===== src/adcsq_defines.vh =====
// Constants for the converter sequencer, sample/hold and quick-trip block
`ifndef ADCSQ_DEFINES_VH
`define ADCSQ_DEFINES_VH
`define ADCSQ_MIN_DIV      8'h08
`define ADCSQ_CONV_TICKS   4'hf
`define ADCSQ_PROC_CYC     3'h4
`define ADCSQ_ACQ_TICKS    8'h02
`define ADCSQ_BUF_N        24
`define ADCSQ_VCH_N        16
`define ADCSQ_CFG_W        10
`define ADCSQ_CFG_SRC_LSB  0
`define ADCSQ_CFG_DIFF     5
`define ADCSQ_CFG_ALIGN    6
`define ADCSQ_CFG_ACQX     7
`define ADCSQ_CFG_RNG_LSB  8
`define ADCSQ_BUF_DIE      5'h10
`define ADCSQ_BUF_RT0      5'h11
`define ADCSQ_BUF_RT1      5'h12
`define ADCSQ_BUF_SH0      5'h16
`define ADCSQ_BUF_SH1      5'h17
`define ADCSQ_SRC_SH0      5'h02
`define ADCSQ_SRC_SH1      5'h0c
`define ADCSQ_SRC_RT0      5'h08
`define ADCSQ_SRC_RT1      5'h0a
`define ADCSQ_SRC_DIE      5'h10
`define ADCSQ_HOLD_EN0     0
`define ADCSQ_HOLD_EN1     1
`define ADCSQ_HOLD_DUAL    2
`define ADCSQ_FS_R1_MV     13'h04b0
`define ADCSQ_FS_R2_MV     13'h0258
`define ADCSQ_FS_R3_MV     13'h0960
`define ADCSQ_FS_R4_MV     13'h12c0
`define ADCSQ_QT_SETTLE    4'h3
`define ADCSQ_JOB_VOLT     2'h0
`define ADCSQ_JOB_SH0      2'h1
`define ADCSQ_JOB_SH1      2'h2
`define ADCSQ_JOB_TEMP     2'h3
`endif


===== src/adcsq_top.v =====
// Converter sequencer with sample/hold, temperature, quick-trip and result FIFO
// Operation
// - Mux selects 16 single-ended, 8 differential pins, or internal sources.
// - Continuous mode polls channels; single mode runs one burst then shuts down.
// - Four full-scale ranges, each with own gain trim, 1.2/0.6/2.4/4.8 V.
// - Conversion clock divides core clock by programmed ratio, minimum eight.
// - Conversion takes 15 conversion clocks plus four core clocks processing.
// - Each channel converted twice; only the average is stored.
// - Acquisition extension sets sampling phase to programmed duration instead of two ticks.
// - Per-channel config: differential, alignment, acquisition extension, range.
// - Twenty-four addressable 16-bit result buffers, indices 0 to 23.
// - Data-available flag sets after a programmed sample count.
// - Data-available flag clears on software clear or new sequence start.
// - Two sample/hold channels each enabled by their own control bit.
// - Trigger captures enabled sample/hold input, converts, stores to reserved entry.
// - Dual select makes both sample/holds capture on one trigger or separately.
// - Each sample/hold sets its own done flag, cleared only by software.
// - Die and two remote temperature channels enabled independently.
// - Each temperature conversion sets its own done flag, software cleared.
// - Temperature results carry one sixteenth degree Celsius per LSB.
// - Converter time-sliced among voltage, sample/hold and temperature work.
// - Quick-trip cycles round robin over channel list, high and low compare.
// - Threshold violation sets status bit; sixteen low, sixteen high thresholds.
// - Quick-trip and converter arbitrated so pin accesses never collide.
`timescale 1ns/1ps
`default_nettype none
`include "adcsq_defines.vh"

module adcsq_fifo #(
    parameter WIDTH = 21,
    parameter DEPTH = 32,
    parameter AW    = 5
) (
    input  wire             ref_clk,
    input  wire             rst,
    input  wire             in_valid,
    output wire             in_ready,
    input  wire [WIDTH-1:0] in_data,
    output wire             out_valid,
    input  wire             out_ready,
    output wire [WIDTH-1:0] out_data
);
    reg [WIDTH-1:0] mem [0:DEPTH-1];
    reg [AW-1:0]    wp_r;
    reg [AW-1:0]    rp_r;
    reg [AW:0]      cnt_r;
    wire            push = in_valid && in_ready;
    wire            pop  = out_valid && out_ready;
    assign in_ready  = (cnt_r != DEPTH[AW:0]);
    assign out_valid = (cnt_r != {(AW+1){1'b0}});
    assign out_data  = mem[rp_r];
    always @(posedge ref_clk) begin
        if (push) begin
            mem[wp_r] <= in_data;
        end
    end
    always @(posedge ref_clk or posedge rst) begin
        if (rst) begin
            wp_r  <= {AW{1'b0}};
            rp_r  <= {AW{1'b0}};
            cnt_r <= {(AW+1){1'b0}};
        end else begin
            if (push) wp_r <= (wp_r == DEPTH[AW-1:0] - 1'b1) ? {AW{1'b0}} : wp_r + 1'b1;
            if (pop)  rp_r <= (rp_r == DEPTH[AW-1:0] - 1'b1) ? {AW{1'b0}} : rp_r + 1'b1;
            if (push && !pop) cnt_r <= cnt_r + 1'b1;
            else if (pop && !push) cnt_r <= cnt_r - 1'b1;
        end
    end
endmodule // adcsq_fifo

module adcsq_top #(
    parameter FIFO_DEPTH = 32,
    parameter FIFO_AW    = 5
) (
    input  wire         ref_clk,
    input  wire         rst,
    input  wire         seq_start,
    input  wire         continuous_mode,
    input  wire [3:0]   first_chan,
    input  wire [3:0]   last_chan,
    input  wire [159:0] chan_cfg,
    input  wire [7:0]   conv_clk_div,
    input  wire [7:0]   acq_ext_ticks,
    input  wire [7:0]   daf_sample_count,
    input  wire         daf_clear,
    input  wire [15:0]  gain_trim_range1,
    input  wire [15:0]  gain_trim_range2,
    input  wire [15:0]  gain_trim_range3,
    input  wire [15:0]  gain_trim_range4,
    input  wire [12:0]  conv_result_in,
    input  wire [2:0]   hold_ctrl_reg,
    input  wire         hold_trigger_pin,
    input  wire [1:0]   hold_flag_clear,
    input  wire [2:0]   temp_ctrl_reg,
    input  wire [2:0]   temp_flag_clear,
    input  wire         qt_enable,
    input  wire [15:0]  qt_chan_list,
    input  wire [127:0] qt_high_thr,
    input  wire [127:0] qt_low_thr,
    input  wire         qt_cmp_in,
    input  wire [15:0]  qt_high_clear,
    input  wire [15:0]  qt_low_clear,
    input  wire [4:0]   rd_addr,
    output reg  [15:0]  rd_data_r,
    input  wire         res_ready,
    output reg          res_valid_r,
    output reg  [20:0]  res_data_r,
    output reg          conv_clock_r,
    output reg  [4:0]   conv_mux_sel_r,
    output reg          conv_diff_r,
    output reg  [1:0]   conv_range_r,
    output reg  [15:0]  conv_gain_trim_r,
    output reg  [12:0]  conv_fullscale_r,
    output reg  [1:0]   conv_temp_mode_r,
    output reg          conv_sample_r,
    output reg          conv_start_r,
    output reg          conv_shutdown_r,
    output reg  [1:0]   hold_capture_r,
    output reg          conv_data_avail_flag,
    output reg  [1:0]   hold_data_avail_flag,
    output reg          die_temp_done_flag,
    output reg          remote0_temp_done_flag,
    output reg          remote1_temp_done_flag,
    output reg  [3:0]   qt_mux_sel_r,
    output reg  [7:0]   qt_thr_r,
    output reg          qt_strobe_r,
    output reg  [15:0]  qt_high_status_r,
    output reg  [15:0]  qt_low_status_r
);
    localparam ST_IDLE = 3'h0;
    localparam ST_SAMP = 3'h1;
    localparam ST_CONV = 3'h2;
    localparam ST_PROC = 3'h3;
    localparam ST_WB   = 3'h4;

    reg [15:0] buf_mem [0:`ADCSQ_BUF_N-1];
    reg [2:0]  state_r;
    reg [6:0]  div_cnt_r;
    reg [7:0]  tick_cnt_r;
    reg [2:0]  proc_cnt_r;
    reg [1:0]  job_kind_r;
    reg [1:0]  job_tsel_r;
    reg [4:0]  job_buf_r;
    reg [9:0]  job_cfg_r;
    reg        pass_r;
    reg [12:0] first_r;
    reg [12:0] second_r;
    reg [3:0]  vch_r;
    reg        seq_run_r;
    reg        slice_r;
    reg [1:0]  tptr_r;
    reg [1:0]  hold_pend_r;
    reg        hold_alt_r;
    reg        trig_prev_r;
    reg [7:0]  smp_cnt_r;
    reg [3:0]  qt_ch_r;
    reg        qt_ph_r;
    reg [3:0]  qt_set_r;

    // Effective divider never faster than the minimum ratio
    wire [7:0]  eff_div  = (conv_clk_div < `ADCSQ_MIN_DIV) ? `ADCSQ_MIN_DIV : conv_clk_div;
    wire        half_end = (div_cnt_r == eff_div[7:1] - 7'h01);
    wire        tick     = half_end && !conv_clock_r;
    wire        trig_evt = hold_trigger_pin && !trig_prev_r;
    wire [13:0] sum      = {1'b0, first_r} + {1'b0, second_r};
    wire [12:0] avg      = sum[13:1];
    wire [9:0]  vcfg     = chan_cfg[vch_r*`ADCSQ_CFG_W +: `ADCSQ_CFG_W];
    wire [7:0]  acq_len  = job_cfg_r[`ADCSQ_CFG_ACQX] ? acq_ext_ticks : `ADCSQ_ACQ_TICKS;
    wire        fifo_in_ready;
    wire        fifo_out_valid;
    wire [20:0] fifo_out_data;
    wire        fifo_pop = fifo_out_valid && (!res_valid_r || res_ready);
    reg  [15:0] wb_data;
    reg  [1:0]  tnext;
    reg         have_t;

    // Result formatting: alignment, sign extension for differential and temperature
    always @* begin
        if (job_kind_r == `ADCSQ_JOB_TEMP) begin
            wb_data = {{3{avg[12]}}, avg};
        end else if (job_cfg_r[`ADCSQ_CFG_ALIGN]) begin
            wb_data = {avg, 3'h0};
        end else if (job_cfg_r[`ADCSQ_CFG_DIFF]) begin
            wb_data = {{3{avg[12]}}, avg};
        end else begin
            wb_data = {3'h0, avg};
        end
    end

    // Next enabled temperature channel after the last one served
    always @* begin
        have_t = 1'b0;
        tnext  = 2'h0;
        if (temp_ctrl_reg[(tptr_r + 2'h1) % 3]) begin
            have_t = 1'b1;
            tnext  = (tptr_r == 2'h2) ? 2'h0 : tptr_r + 2'h1;
        end else if (temp_ctrl_reg[(tptr_r + 2'h2) % 3]) begin
            have_t = 1'b1;
            tnext  = (tptr_r == 2'h0) ? 2'h2 : tptr_r - 2'h1;
        end else if (temp_ctrl_reg[tptr_r]) begin
            have_t = 1'b1;
            tnext  = tptr_r;
        end
    end

    function [3:0] qt_next;
        input [3:0]  cur;
        input [15:0] list;
        integer      k;
        reg          found;
        begin
            qt_next = cur;
            found   = 1'b0;
            for (k = 1; k <= 16; k = k + 1) begin
                if (!found && list[(cur + k) % 16]) begin
                    qt_next = cur + k[3:0];
                    found   = 1'b1;
                end
            end
        end
    endfunction

    adcsq_fifo #(
        .WIDTH (21),
        .DEPTH (FIFO_DEPTH),
        .AW    (FIFO_AW)
    ) u_fifo (
        .ref_clk   (ref_clk),
        .rst       (rst),
        .in_valid  (state_r == ST_WB),
        .in_ready  (fifo_in_ready),
        .in_data   ({job_buf_r, wb_data}),
        .out_valid (fifo_out_valid),
        .out_ready (!res_valid_r || res_ready),
        .out_data  (fifo_out_data)
    );

    always @(posedge ref_clk) begin
        if (state_r == ST_WB && fifo_in_ready) begin
            buf_mem[job_buf_r] <= wb_data;
        end
        rd_data_r <= (rd_addr < `ADCSQ_BUF_N) ? buf_mem[rd_addr] : 16'h0000;
    end

    always @(posedge ref_clk or posedge rst) begin
        if (rst) begin
            state_r <= ST_IDLE;
            div_cnt_r <= 7'h00;
            tick_cnt_r <= 8'h00;
            proc_cnt_r <= 3'h0;
            job_kind_r <= `ADCSQ_JOB_VOLT;
            job_tsel_r <= 2'h0;
            job_buf_r <= 5'h00;
            job_cfg_r <= 10'h000;
            pass_r <= 1'b0;
            first_r <= 13'h0000;
            second_r <= 13'h0000;
            vch_r <= 4'h0;
            seq_run_r <= 1'b0;
            slice_r <= 1'b0;
            tptr_r <= 2'h2;
            hold_pend_r <= 2'h0;
            hold_alt_r <= 1'b0;
            trig_prev_r <= 1'b0;
            smp_cnt_r <= 8'h00;
            res_valid_r <= 1'b0;
            res_data_r <= 21'h000000;
            conv_clock_r <= 1'b0;
            conv_mux_sel_r <= 5'h00;
            conv_diff_r <= 1'b0;
            conv_range_r <= 2'h0;
            conv_gain_trim_r <= 16'h0000;
            conv_fullscale_r <= 13'h0000;
            conv_temp_mode_r <= 2'h0;
            conv_sample_r <= 1'b0;
            conv_start_r <= 1'b0;
            conv_shutdown_r <= 1'b1;
            hold_capture_r <= 2'h0;
            conv_data_avail_flag <= 1'b0;
            hold_data_avail_flag <= 2'h0;
            die_temp_done_flag <= 1'b0;
            remote0_temp_done_flag <= 1'b0;
            remote1_temp_done_flag <= 1'b0;
        end else begin
            conv_start_r <= 1'b0;
            trig_prev_r <= hold_trigger_pin;
            if (fifo_pop) begin
                res_valid_r <= 1'b1;
                res_data_r <= fifo_out_data;
            end else if (res_ready) begin
                res_valid_r <= 1'b0;
            end
            // Conversion clock divider, stopped in shutdown
            if (conv_shutdown_r || half_end) begin
                div_cnt_r <= 7'h00;
            end else begin
                div_cnt_r <= div_cnt_r + 7'h01;
            end
            if (conv_shutdown_r) begin
                conv_clock_r <= 1'b0;
            end else if (half_end) begin
                conv_clock_r <= !conv_clock_r;
            end
            // Trigger captures into sample/hold; pending conversion follows
            hold_capture_r <= 2'h0;
            if (trig_evt) begin
                if (hold_ctrl_reg[`ADCSQ_HOLD_DUAL] || hold_ctrl_reg[1:0] != 2'h3) begin
                    hold_capture_r <= hold_ctrl_reg[1:0];
                    hold_pend_r <= hold_pend_r | hold_ctrl_reg[1:0];
                end else begin
                    hold_capture_r <= hold_alt_r ? 2'h2 : 2'h1;
                    hold_pend_r <= hold_pend_r | (hold_alt_r ? 2'h2 : 2'h1);
                    hold_alt_r <= !hold_alt_r;
                end
            end
            // Software clears, set wins below
            if (daf_clear || seq_start) conv_data_avail_flag <= 1'b0;
            hold_data_avail_flag <= hold_data_avail_flag & ~hold_flag_clear;
            if (temp_flag_clear[0]) die_temp_done_flag <= 1'b0;
            if (temp_flag_clear[1]) remote0_temp_done_flag <= 1'b0;
            if (temp_flag_clear[2]) remote1_temp_done_flag <= 1'b0;
            if (seq_start) begin
                seq_run_r <= 1'b1;
                vch_r <= first_chan;
                smp_cnt_r <= 8'h00;
                conv_shutdown_r <= 1'b0;
            end
            case (state_r)
                ST_IDLE: begin
                    tick_cnt_r <= 8'h00;
                    pass_r <= 1'b0;
                    conv_temp_mode_r <= 2'h0;
                    // Time slice: sample/hold first, then temperature and voltage alternate
                    if (hold_pend_r != 2'h0) begin
                        job_kind_r <= hold_pend_r[0] ? `ADCSQ_JOB_SH0 : `ADCSQ_JOB_SH1;
                        job_buf_r <= hold_pend_r[0] ? `ADCSQ_BUF_SH0 : `ADCSQ_BUF_SH1;
                        conv_mux_sel_r <= hold_pend_r[0] ? `ADCSQ_SRC_SH0 : `ADCSQ_SRC_SH1;
                        job_cfg_r <= 10'h020;
                        conv_diff_r <= 1'b1;
                        hold_pend_r <= hold_pend_r[0] ? {hold_pend_r[1], 1'b0} : 2'h0;
                        state_r <= ST_SAMP;
                        conv_shutdown_r <= 1'b0;
                    end else if (have_t && (slice_r || !seq_run_r)) begin
                        job_kind_r <= `ADCSQ_JOB_TEMP;
                        job_tsel_r <= tnext;
                        tptr_r <= tnext;
                        job_buf_r <= (tnext == 2'h0) ? `ADCSQ_BUF_DIE :
                                     (tnext == 2'h1) ? `ADCSQ_BUF_RT0 : `ADCSQ_BUF_RT1;
                        conv_mux_sel_r <= (tnext == 2'h0) ? `ADCSQ_SRC_DIE :
                                          (tnext == 2'h1) ? `ADCSQ_SRC_RT0 : `ADCSQ_SRC_RT1;
                        conv_temp_mode_r <= tnext + 2'h1;
                        job_cfg_r <= 10'h000;
                        conv_diff_r <= (tnext != 2'h0);
                        slice_r <= 1'b0;
                        state_r <= ST_SAMP;
                        conv_shutdown_r <= 1'b0;
                    end else if (seq_run_r && !seq_start) begin
                        job_kind_r <= `ADCSQ_JOB_VOLT;
                        job_buf_r <= {1'b0, vch_r};
                        job_cfg_r <= vcfg;
                        conv_mux_sel_r <= vcfg[`ADCSQ_CFG_SRC_LSB +: 5];
                        conv_diff_r <= vcfg[`ADCSQ_CFG_DIFF];
                        slice_r <= 1'b1;
                        state_r <= ST_SAMP;
                    end else if (!seq_start) begin
                        conv_shutdown_r <= 1'b1;
                        conv_clock_r <= 1'b0;
                    end
                end
                ST_SAMP: begin
                    conv_sample_r <= 1'b1;
                    conv_range_r <= job_cfg_r[`ADCSQ_CFG_RNG_LSB +: 2];
                    case (job_cfg_r[`ADCSQ_CFG_RNG_LSB +: 2])
                        2'h0: begin
                            conv_gain_trim_r <= gain_trim_range1;
                            conv_fullscale_r <= `ADCSQ_FS_R1_MV;
                        end
                        2'h1: begin
                            conv_gain_trim_r <= gain_trim_range2;
                            conv_fullscale_r <= `ADCSQ_FS_R2_MV;
                        end
                        2'h2: begin
                            conv_gain_trim_r <= gain_trim_range3;
                            conv_fullscale_r <= `ADCSQ_FS_R3_MV;
                        end
                        default: begin
                            conv_gain_trim_r <= gain_trim_range4;
                            conv_fullscale_r <= `ADCSQ_FS_R4_MV;
                        end
                    endcase
                    if (tick) begin
                        if (tick_cnt_r + 8'h01 >= acq_len) begin
                            tick_cnt_r <= 8'h00;
                            conv_sample_r <= 1'b0;
                            conv_start_r <= 1'b1;
                            state_r <= ST_CONV;
                        end else begin
                            tick_cnt_r <= tick_cnt_r + 8'h01;
                        end
                    end
                end
                ST_CONV: begin
                    if (tick) begin
                        if (tick_cnt_r[3:0] == `ADCSQ_CONV_TICKS - 4'h1) begin
                            tick_cnt_r <= 8'h00;
                            proc_cnt_r <= 3'h0;
                            if (pass_r) second_r <= conv_result_in;
                            else first_r <= conv_result_in;
                            state_r <= ST_PROC;
                        end else begin
                            tick_cnt_r <= tick_cnt_r + 8'h01;
                        end
                    end
                end
                ST_PROC: begin
                    if (proc_cnt_r == `ADCSQ_PROC_CYC - 3'h1) begin
                        pass_r <= 1'b1;
                        state_r <= pass_r ? ST_WB : ST_SAMP;
                    end else begin
                        proc_cnt_r <= proc_cnt_r + 3'h1;
                    end
                end
                ST_WB: begin
                    if (fifo_in_ready) begin
                        state_r <= ST_IDLE;
                        case (job_kind_r)
                            `ADCSQ_JOB_SH0: hold_data_avail_flag[0] <= 1'b1;
                            `ADCSQ_JOB_SH1: hold_data_avail_flag[1] <= 1'b1;
                            `ADCSQ_JOB_TEMP: begin
                                if (job_tsel_r == 2'h0) die_temp_done_flag <= 1'b1;
                                if (job_tsel_r == 2'h1) remote0_temp_done_flag <= 1'b1;
                                if (job_tsel_r == 2'h2) remote1_temp_done_flag <= 1'b1;
                            end
                            default: begin
                                if (smp_cnt_r + 8'h01 >= daf_sample_count) begin
                                    smp_cnt_r <= 8'h00;
                                    conv_data_avail_flag <= 1'b1;
                                end else begin
                                    smp_cnt_r <= smp_cnt_r + 8'h01;
                                end
                                if (vch_r == last_chan) begin
                                    vch_r <= first_chan;
                                    seq_run_r <= continuous_mode;
                                end else begin
                                    vch_r <= vch_r + 4'h1;
                                end
                            end
                        endcase
                    end
                end
                default: state_r <= ST_IDLE;
            endcase
        end
    end

    // Quick-trip round robin; frozen while the converter samples the shared pins
    always @(posedge ref_clk or posedge rst) begin
        if (rst) begin
            qt_ch_r <= 4'h0;
            qt_ph_r <= 1'b0;
            qt_set_r <= 4'h0;
            qt_mux_sel_r <= 4'h0;
            qt_thr_r <= 8'h00;
            qt_strobe_r <= 1'b0;
            qt_high_status_r <= 16'h0000;
            qt_low_status_r <= 16'h0000;
        end else begin
            qt_strobe_r <= 1'b0;
            qt_high_status_r <= qt_high_status_r & ~qt_high_clear;
            qt_low_status_r <= qt_low_status_r & ~qt_low_clear;
            qt_mux_sel_r <= qt_ch_r;
            qt_thr_r <= qt_ph_r ? qt_low_thr[qt_ch_r*8 +: 8] : qt_high_thr[qt_ch_r*8 +: 8];
            if (!qt_enable || qt_chan_list == 16'h0000 || !qt_chan_list[qt_ch_r]) begin
                qt_set_r <= 4'h0;
                qt_ph_r <= 1'b0;
                if (qt_chan_list != 16'h0000) qt_ch_r <= qt_next(qt_ch_r, qt_chan_list);
            end else if (!conv_sample_r && state_r != ST_SAMP) begin
                if (qt_set_r == `ADCSQ_QT_SETTLE) begin
                    qt_set_r <= 4'h0;
                    qt_strobe_r <= 1'b1;
                    if (!qt_ph_r && qt_cmp_in) qt_high_status_r[qt_ch_r] <= 1'b1;
                    if (qt_ph_r && !qt_cmp_in) qt_low_status_r[qt_ch_r] <= 1'b1;
                    qt_ph_r <= !qt_ph_r;
                    if (qt_ph_r) qt_ch_r <= qt_next(qt_ch_r, qt_chan_list);
                end else begin
                    qt_set_r <= qt_set_r + 4'h1;
                end
            end
        end
    end
endmodule // adcsq_top
`default_nettype wire


===== config.mk =====
export PLATFORM = sky130hd
export DESIGN_NAME = adcsq_top
export DESIGN_NICKNAME = d
export VERILOG_FILES = /design/src/adcsq_top.v
export VERILOG_INCLUDE_DIRS = /design/src
export SDC_FILE = /design/constraint.sdc
export NUM_CORES = 2
export LEC_CHECK = 0
export BUFFER_PORTS_ARGS = -buffer_cell sky130_fd_sc_hd__buf_2
export CORE_MARGIN = 3
export CORE_UTILIZATION = 52
export DETAILED_ROUTE_END_ITERATION = 8
export GPL_TIMING_DRIVEN = 0
export PLACE_DENSITY = 0.8
export SLEW_MARGIN = 10
export SYNTH_ARGS = -nofsm -noshare
export SYNTH_HDL_FRONTEND = slang
export SYNTH_SLANG_ARGS = --single-unit

===== constraint.sdc =====
create_clock -name ref_clk -period 8.7 [get_ports ref_clk]
set_input_delay 0.435 -clock ref_clk [delete_from_list [all_inputs] [get_ports ref_clk]]
set_output_delay 0.435 -clock ref_clk [all_outputs]
set_load 0.02 [all_outputs]

==> results.json <==
{
  "dieHeight_um": 337,
  "io_pins": 732,
  "via_per_inst": 6.57,
  "yosysWarnings": 0,
  "path_max_fanout": 10,
  "crit_chain": "buf_6, buf_6, buf_2, buf_1, buf_1, inv_1, ha_1, clkbuf_1, mux4_2, mux2_2, mux2i_2, nand3b_2, buf_4, nor3_2, and4b_1, buf_2, a21oi_1, mux2_2, a22oi_1, o32ai_1",
  "cts_setup_buffers": 0,
  "regArea_mm2": 0.0375,
  "critPathMaxStageDelay_ps": 750,
  "dieWidth_um": 337,
  "synth-edff-count": 1056,
  "cp.arrival_ps": 7530,
  "antenna_found_initial": 48,
  "grt_max_degree": 97,
  "slew_headroom_pct": 14.5,
  "drtAntennaViolNets": 0,
  "first_pass_iters": 7,
  "peakVddDrop_mv": 0.223,
  "cpMaxStageDelayCell": "buf_1",
  "required_ps": 9280,
  "cts.sinks": 1292,
  "min_period_ps": 6950,
  "io_buffers": 721,
  "rows": 120,
  "yosysSeqAreaShare_pct": 65.9,
  "slew_violations": 0,
  "fmax_mhz": 144,
  "rsz0062_at_grt": "no",
  "multi_input_area_mm2": 0.0187,
  "clockBufferDepth": 3,
  "grt_first_pass_wirelength_um": 294000,
  "async_flop_share_pct": 17.0,
  "globalRoute.totalOverflow": 0,
  "drcViolationCount": 0,
  "wirelength_um": 216000,
  "cellPowerDensity_mw_per_mm2": 242,
  "critPathBufInv": 9,
  "synthFlopType": "edfxtp_1",
  "nNetsFinal": 4924,
  "min_period_over_period_pct": 79.9,
  "layout-drive-gt1-share_pct": 36.4,
  "end_kind": "register",
  "insertion_delay_ps": 760,
  "drt-wirelength-per-cell_um": 37.0,
  "synthesis.area_mm2": 0.0570,
  "startpoint_type": "register",
  "tightest_slew_ps": 1280,
  "cap_violations": 0,
  "htreeDepth": 4,
  "ys_ff_latch": 1292,
  "core-area_mm2": 0.108,
  "finalSetupViolCount": 0,
  "vias": 38400,
  "tritoncts": "yes",
  "critPathTopFamily": "buffers and inverters",
  "hold_viol": 0,
  "cts_root_buffer": "clkbuf_16",
  "status": "finished clean",
  "gr-usage-all-layers_pct": 38.1,
  "drt_iter0_drc": 5271,
  "postSynthCellCount": 3269,
  "nFillCells": 7276,
  "path_class": "register to register",
  "avgSynthCellArea_um2": 17.4,
  "leakage_nw": 26.0,
  "gp_congestion": 0.974,
  "areaGrowthSynthToFinish_pct": 21.1,
  "path_clk_slew_ps": 60,
  "cts_buffers": 132,
  "setup_tns_ps": 0,
  "hold_class": "primary input to register",
  "dieArea_mm2": 0.114,
  "yosysUniqueCellTypes": 89,
  "cts-resized-gates": 0,
  "start_util_pct": 52.8,
  "post-dp-hpwl_um": 156000,
  "skew_ps": 31.7,
  "grt_pass1_vias": 37800,
  "holdWs_ps": 41.3
}
==> layout by cell type (no fill, tap or decap), types with 88 or more instances in the layout <==
| cell type | count |
|---|---|
| buf_2 | 728 |
| clkbuf_1 | 155 |
| clkbuf_16 | 133 |
| dfrtp_1 | 215 |
| edfxtp_1 | 1056 |
| inv_1 | 114 |
| mux4_2 | 456 |
| nand2_1 | 236 |
| nor2_1 | 88 |
| o21ai_0 | 134 |
==> final timing paths <==
| path | startpoint | endpoint | slack (ps) | cells past startpoint |
|---|---|---|---|---|
| worst max-delay path | qt_ch_r[0] | qt_ch_r[2] | 1750 | 20 |
| worst min-delay path | hold_ctrl_reg[1] | hold_capture_r[1] | 40 | 2 |
| worst max register to register | qt_ch_r[0] | qt_ch_r[2] | 1750 | 20 |
| worst min register to register | res_data_r[10] | res_data_r[10] | 470 | 2 |
| max in group asynchronous | rst | qt_thr_r[1] | 7120 | 5 |
| min in group asynchronous | rst | die_temp_done_flag | 270 | 3 |
==> flip-flops by register name (all words and copies together) (netlist names), 13 cells and up <==
name and flops:
first_r 13, conv_gain_trim_r 16, buf_mem 384, qt_high_status_r 16, second_r 13, rd_data_r 16, u_fifo.mem 672, qt_low_status_r 16
res_data_r 21
==> cells in the mapped netlist, types with 6 or more instances <==
master | number | area (µm²)
mux2_2 | 47 | 529
nand4_1 | 8 | 50.1
o21bai_1 | 6 | 45.0
o31ai_1 | 10 | 75.1
inv_1 | 115 | 432
dfxtp_1 | 16 | 320
or3_1 | 14 | 87.6
nor3_1 | 25 | 125
a21o_1 | 20 | 150
nand2b_1 | 20 | 125
o22ai_1 | 25 | 156
clkbuf_1 | 127 | 477
nor4_1 | 8 | 50.1
a211oi_1 | 9 | 67.6
o221ai_1 | 8 | 70.1
and3_1 | 10 | 62.6
mux2i_1 | 70 | 701
buf_4 | 6 | 45.0
edfxtp_1 | 1056 | 31700
buf_2 | 7 | 35.0
a22oi_1 | 7 | 52.6
a21oi_1 | 73 | 365
nor2_1 | 145 | 544
or2_2 | 7 | 43.8
xnor2_1 | 31 | 272
nand3_1 | 29 | 145
mux4_1 | 6 | 158
a31oi_1 | 7 | 43.8
dfrtp_1 | 218 | 5460
nand3b_1 | 10 | 75.1
ha_1 | 76 | 951
buf_1 | 42 | 158
nor3b_1 | 6 | 45.0
nand2_1 | 241 | 905
nor2b_1 | 12 | 75.1
xor2_1 | 25 | 219
o21ai_0 | 140 | 701
mux4_2 | 456 | 10300
and2_1 | 21 | 131
a222oi_1 | 16 | 160
==> layer usage <==
metal | up-vias | track usage, % | share of wire, %
li1 | 15200 | - | -
met1 | 19500 | 42.9 | 31
met4 | 10 | 26.2 | 7.9
met2 | 3063 | 57.9 | 47
met5 | - | 3.11 | 0.029
met3 | 661 | 17.4 | 15
==> through the flow <==
stage               power [W]  setup slack (ps)  cells  util [%]  cell area, µm²
detailed placement     0.0109              2030   5443      59.0           63700
global route           0.0172              1490   5810      63.9           69000
CTS                    0.0166              1980   5759      63.8           68800
global placement       0.0109             -1120   5395      57.8           62400
floorplan             0.00949              2250   3271         -           57000
finish                 0.0167              1750   5836      63.9           69000
==> area by class of cell <==
type | count | share of cell area (%)
flip-flops and latches | 1292 | 54.4
multi-input cells | 1677 | 27.1
repair buffers | 843 | 7.63
clock buffers | 173 | 5.21
well taps | 1403 | 2.54
clock inverters | 69 | 1.15
plain buffers | 185 | 1.09
inverters | 117 | 0.647
diodes | 77 | 0.279
==> report_power, final <==
group	internal (W)	leakage (nW)	switching [W]
sequential	0.00688	13.7	0.000302
combinational	0.00145	10.2	0.00227
clock	0.00331	2.13	0.00249
==> worst register-to-register path, stage by stage (launching register included) <==
cell and delay (ps):
dfrtp_1 580, buf_6 220, buf_6 170, buf_2 290, buf_1 550, buf_1 750, inv_1 160, ha_1 500
clkbuf_1 580, mux4_2 450, mux2_2 330, mux2i_2 400, nand3b_2 140, buf_4 210, nor3_2 380, and4b_1 240
buf_2 170, a21oi_1 70, mux2_2 280, a22oi_1 190, o32ai_1 120
==> what timing repair did <==
action                                  4_1_cts  5_1_grt
hold buffers                                 74        0
endpoints found under the hold margin       138        0
endpoints found under the setup margin        0        0
==> logic make-up after synthesis <==
logic type | synth area share (%)
other | 0.00658
flip-flops | 65.9
buffers and inverters | 2.08
AND/OR/NAND/NOR | 4.64
AO/OA/AOI/OAI | 4.24
multiplexers | 20.5
XOR/XNOR | 0.889
adder cells (fa/ha/maj) | 1.76
Power figures use the tool's default switching activity.
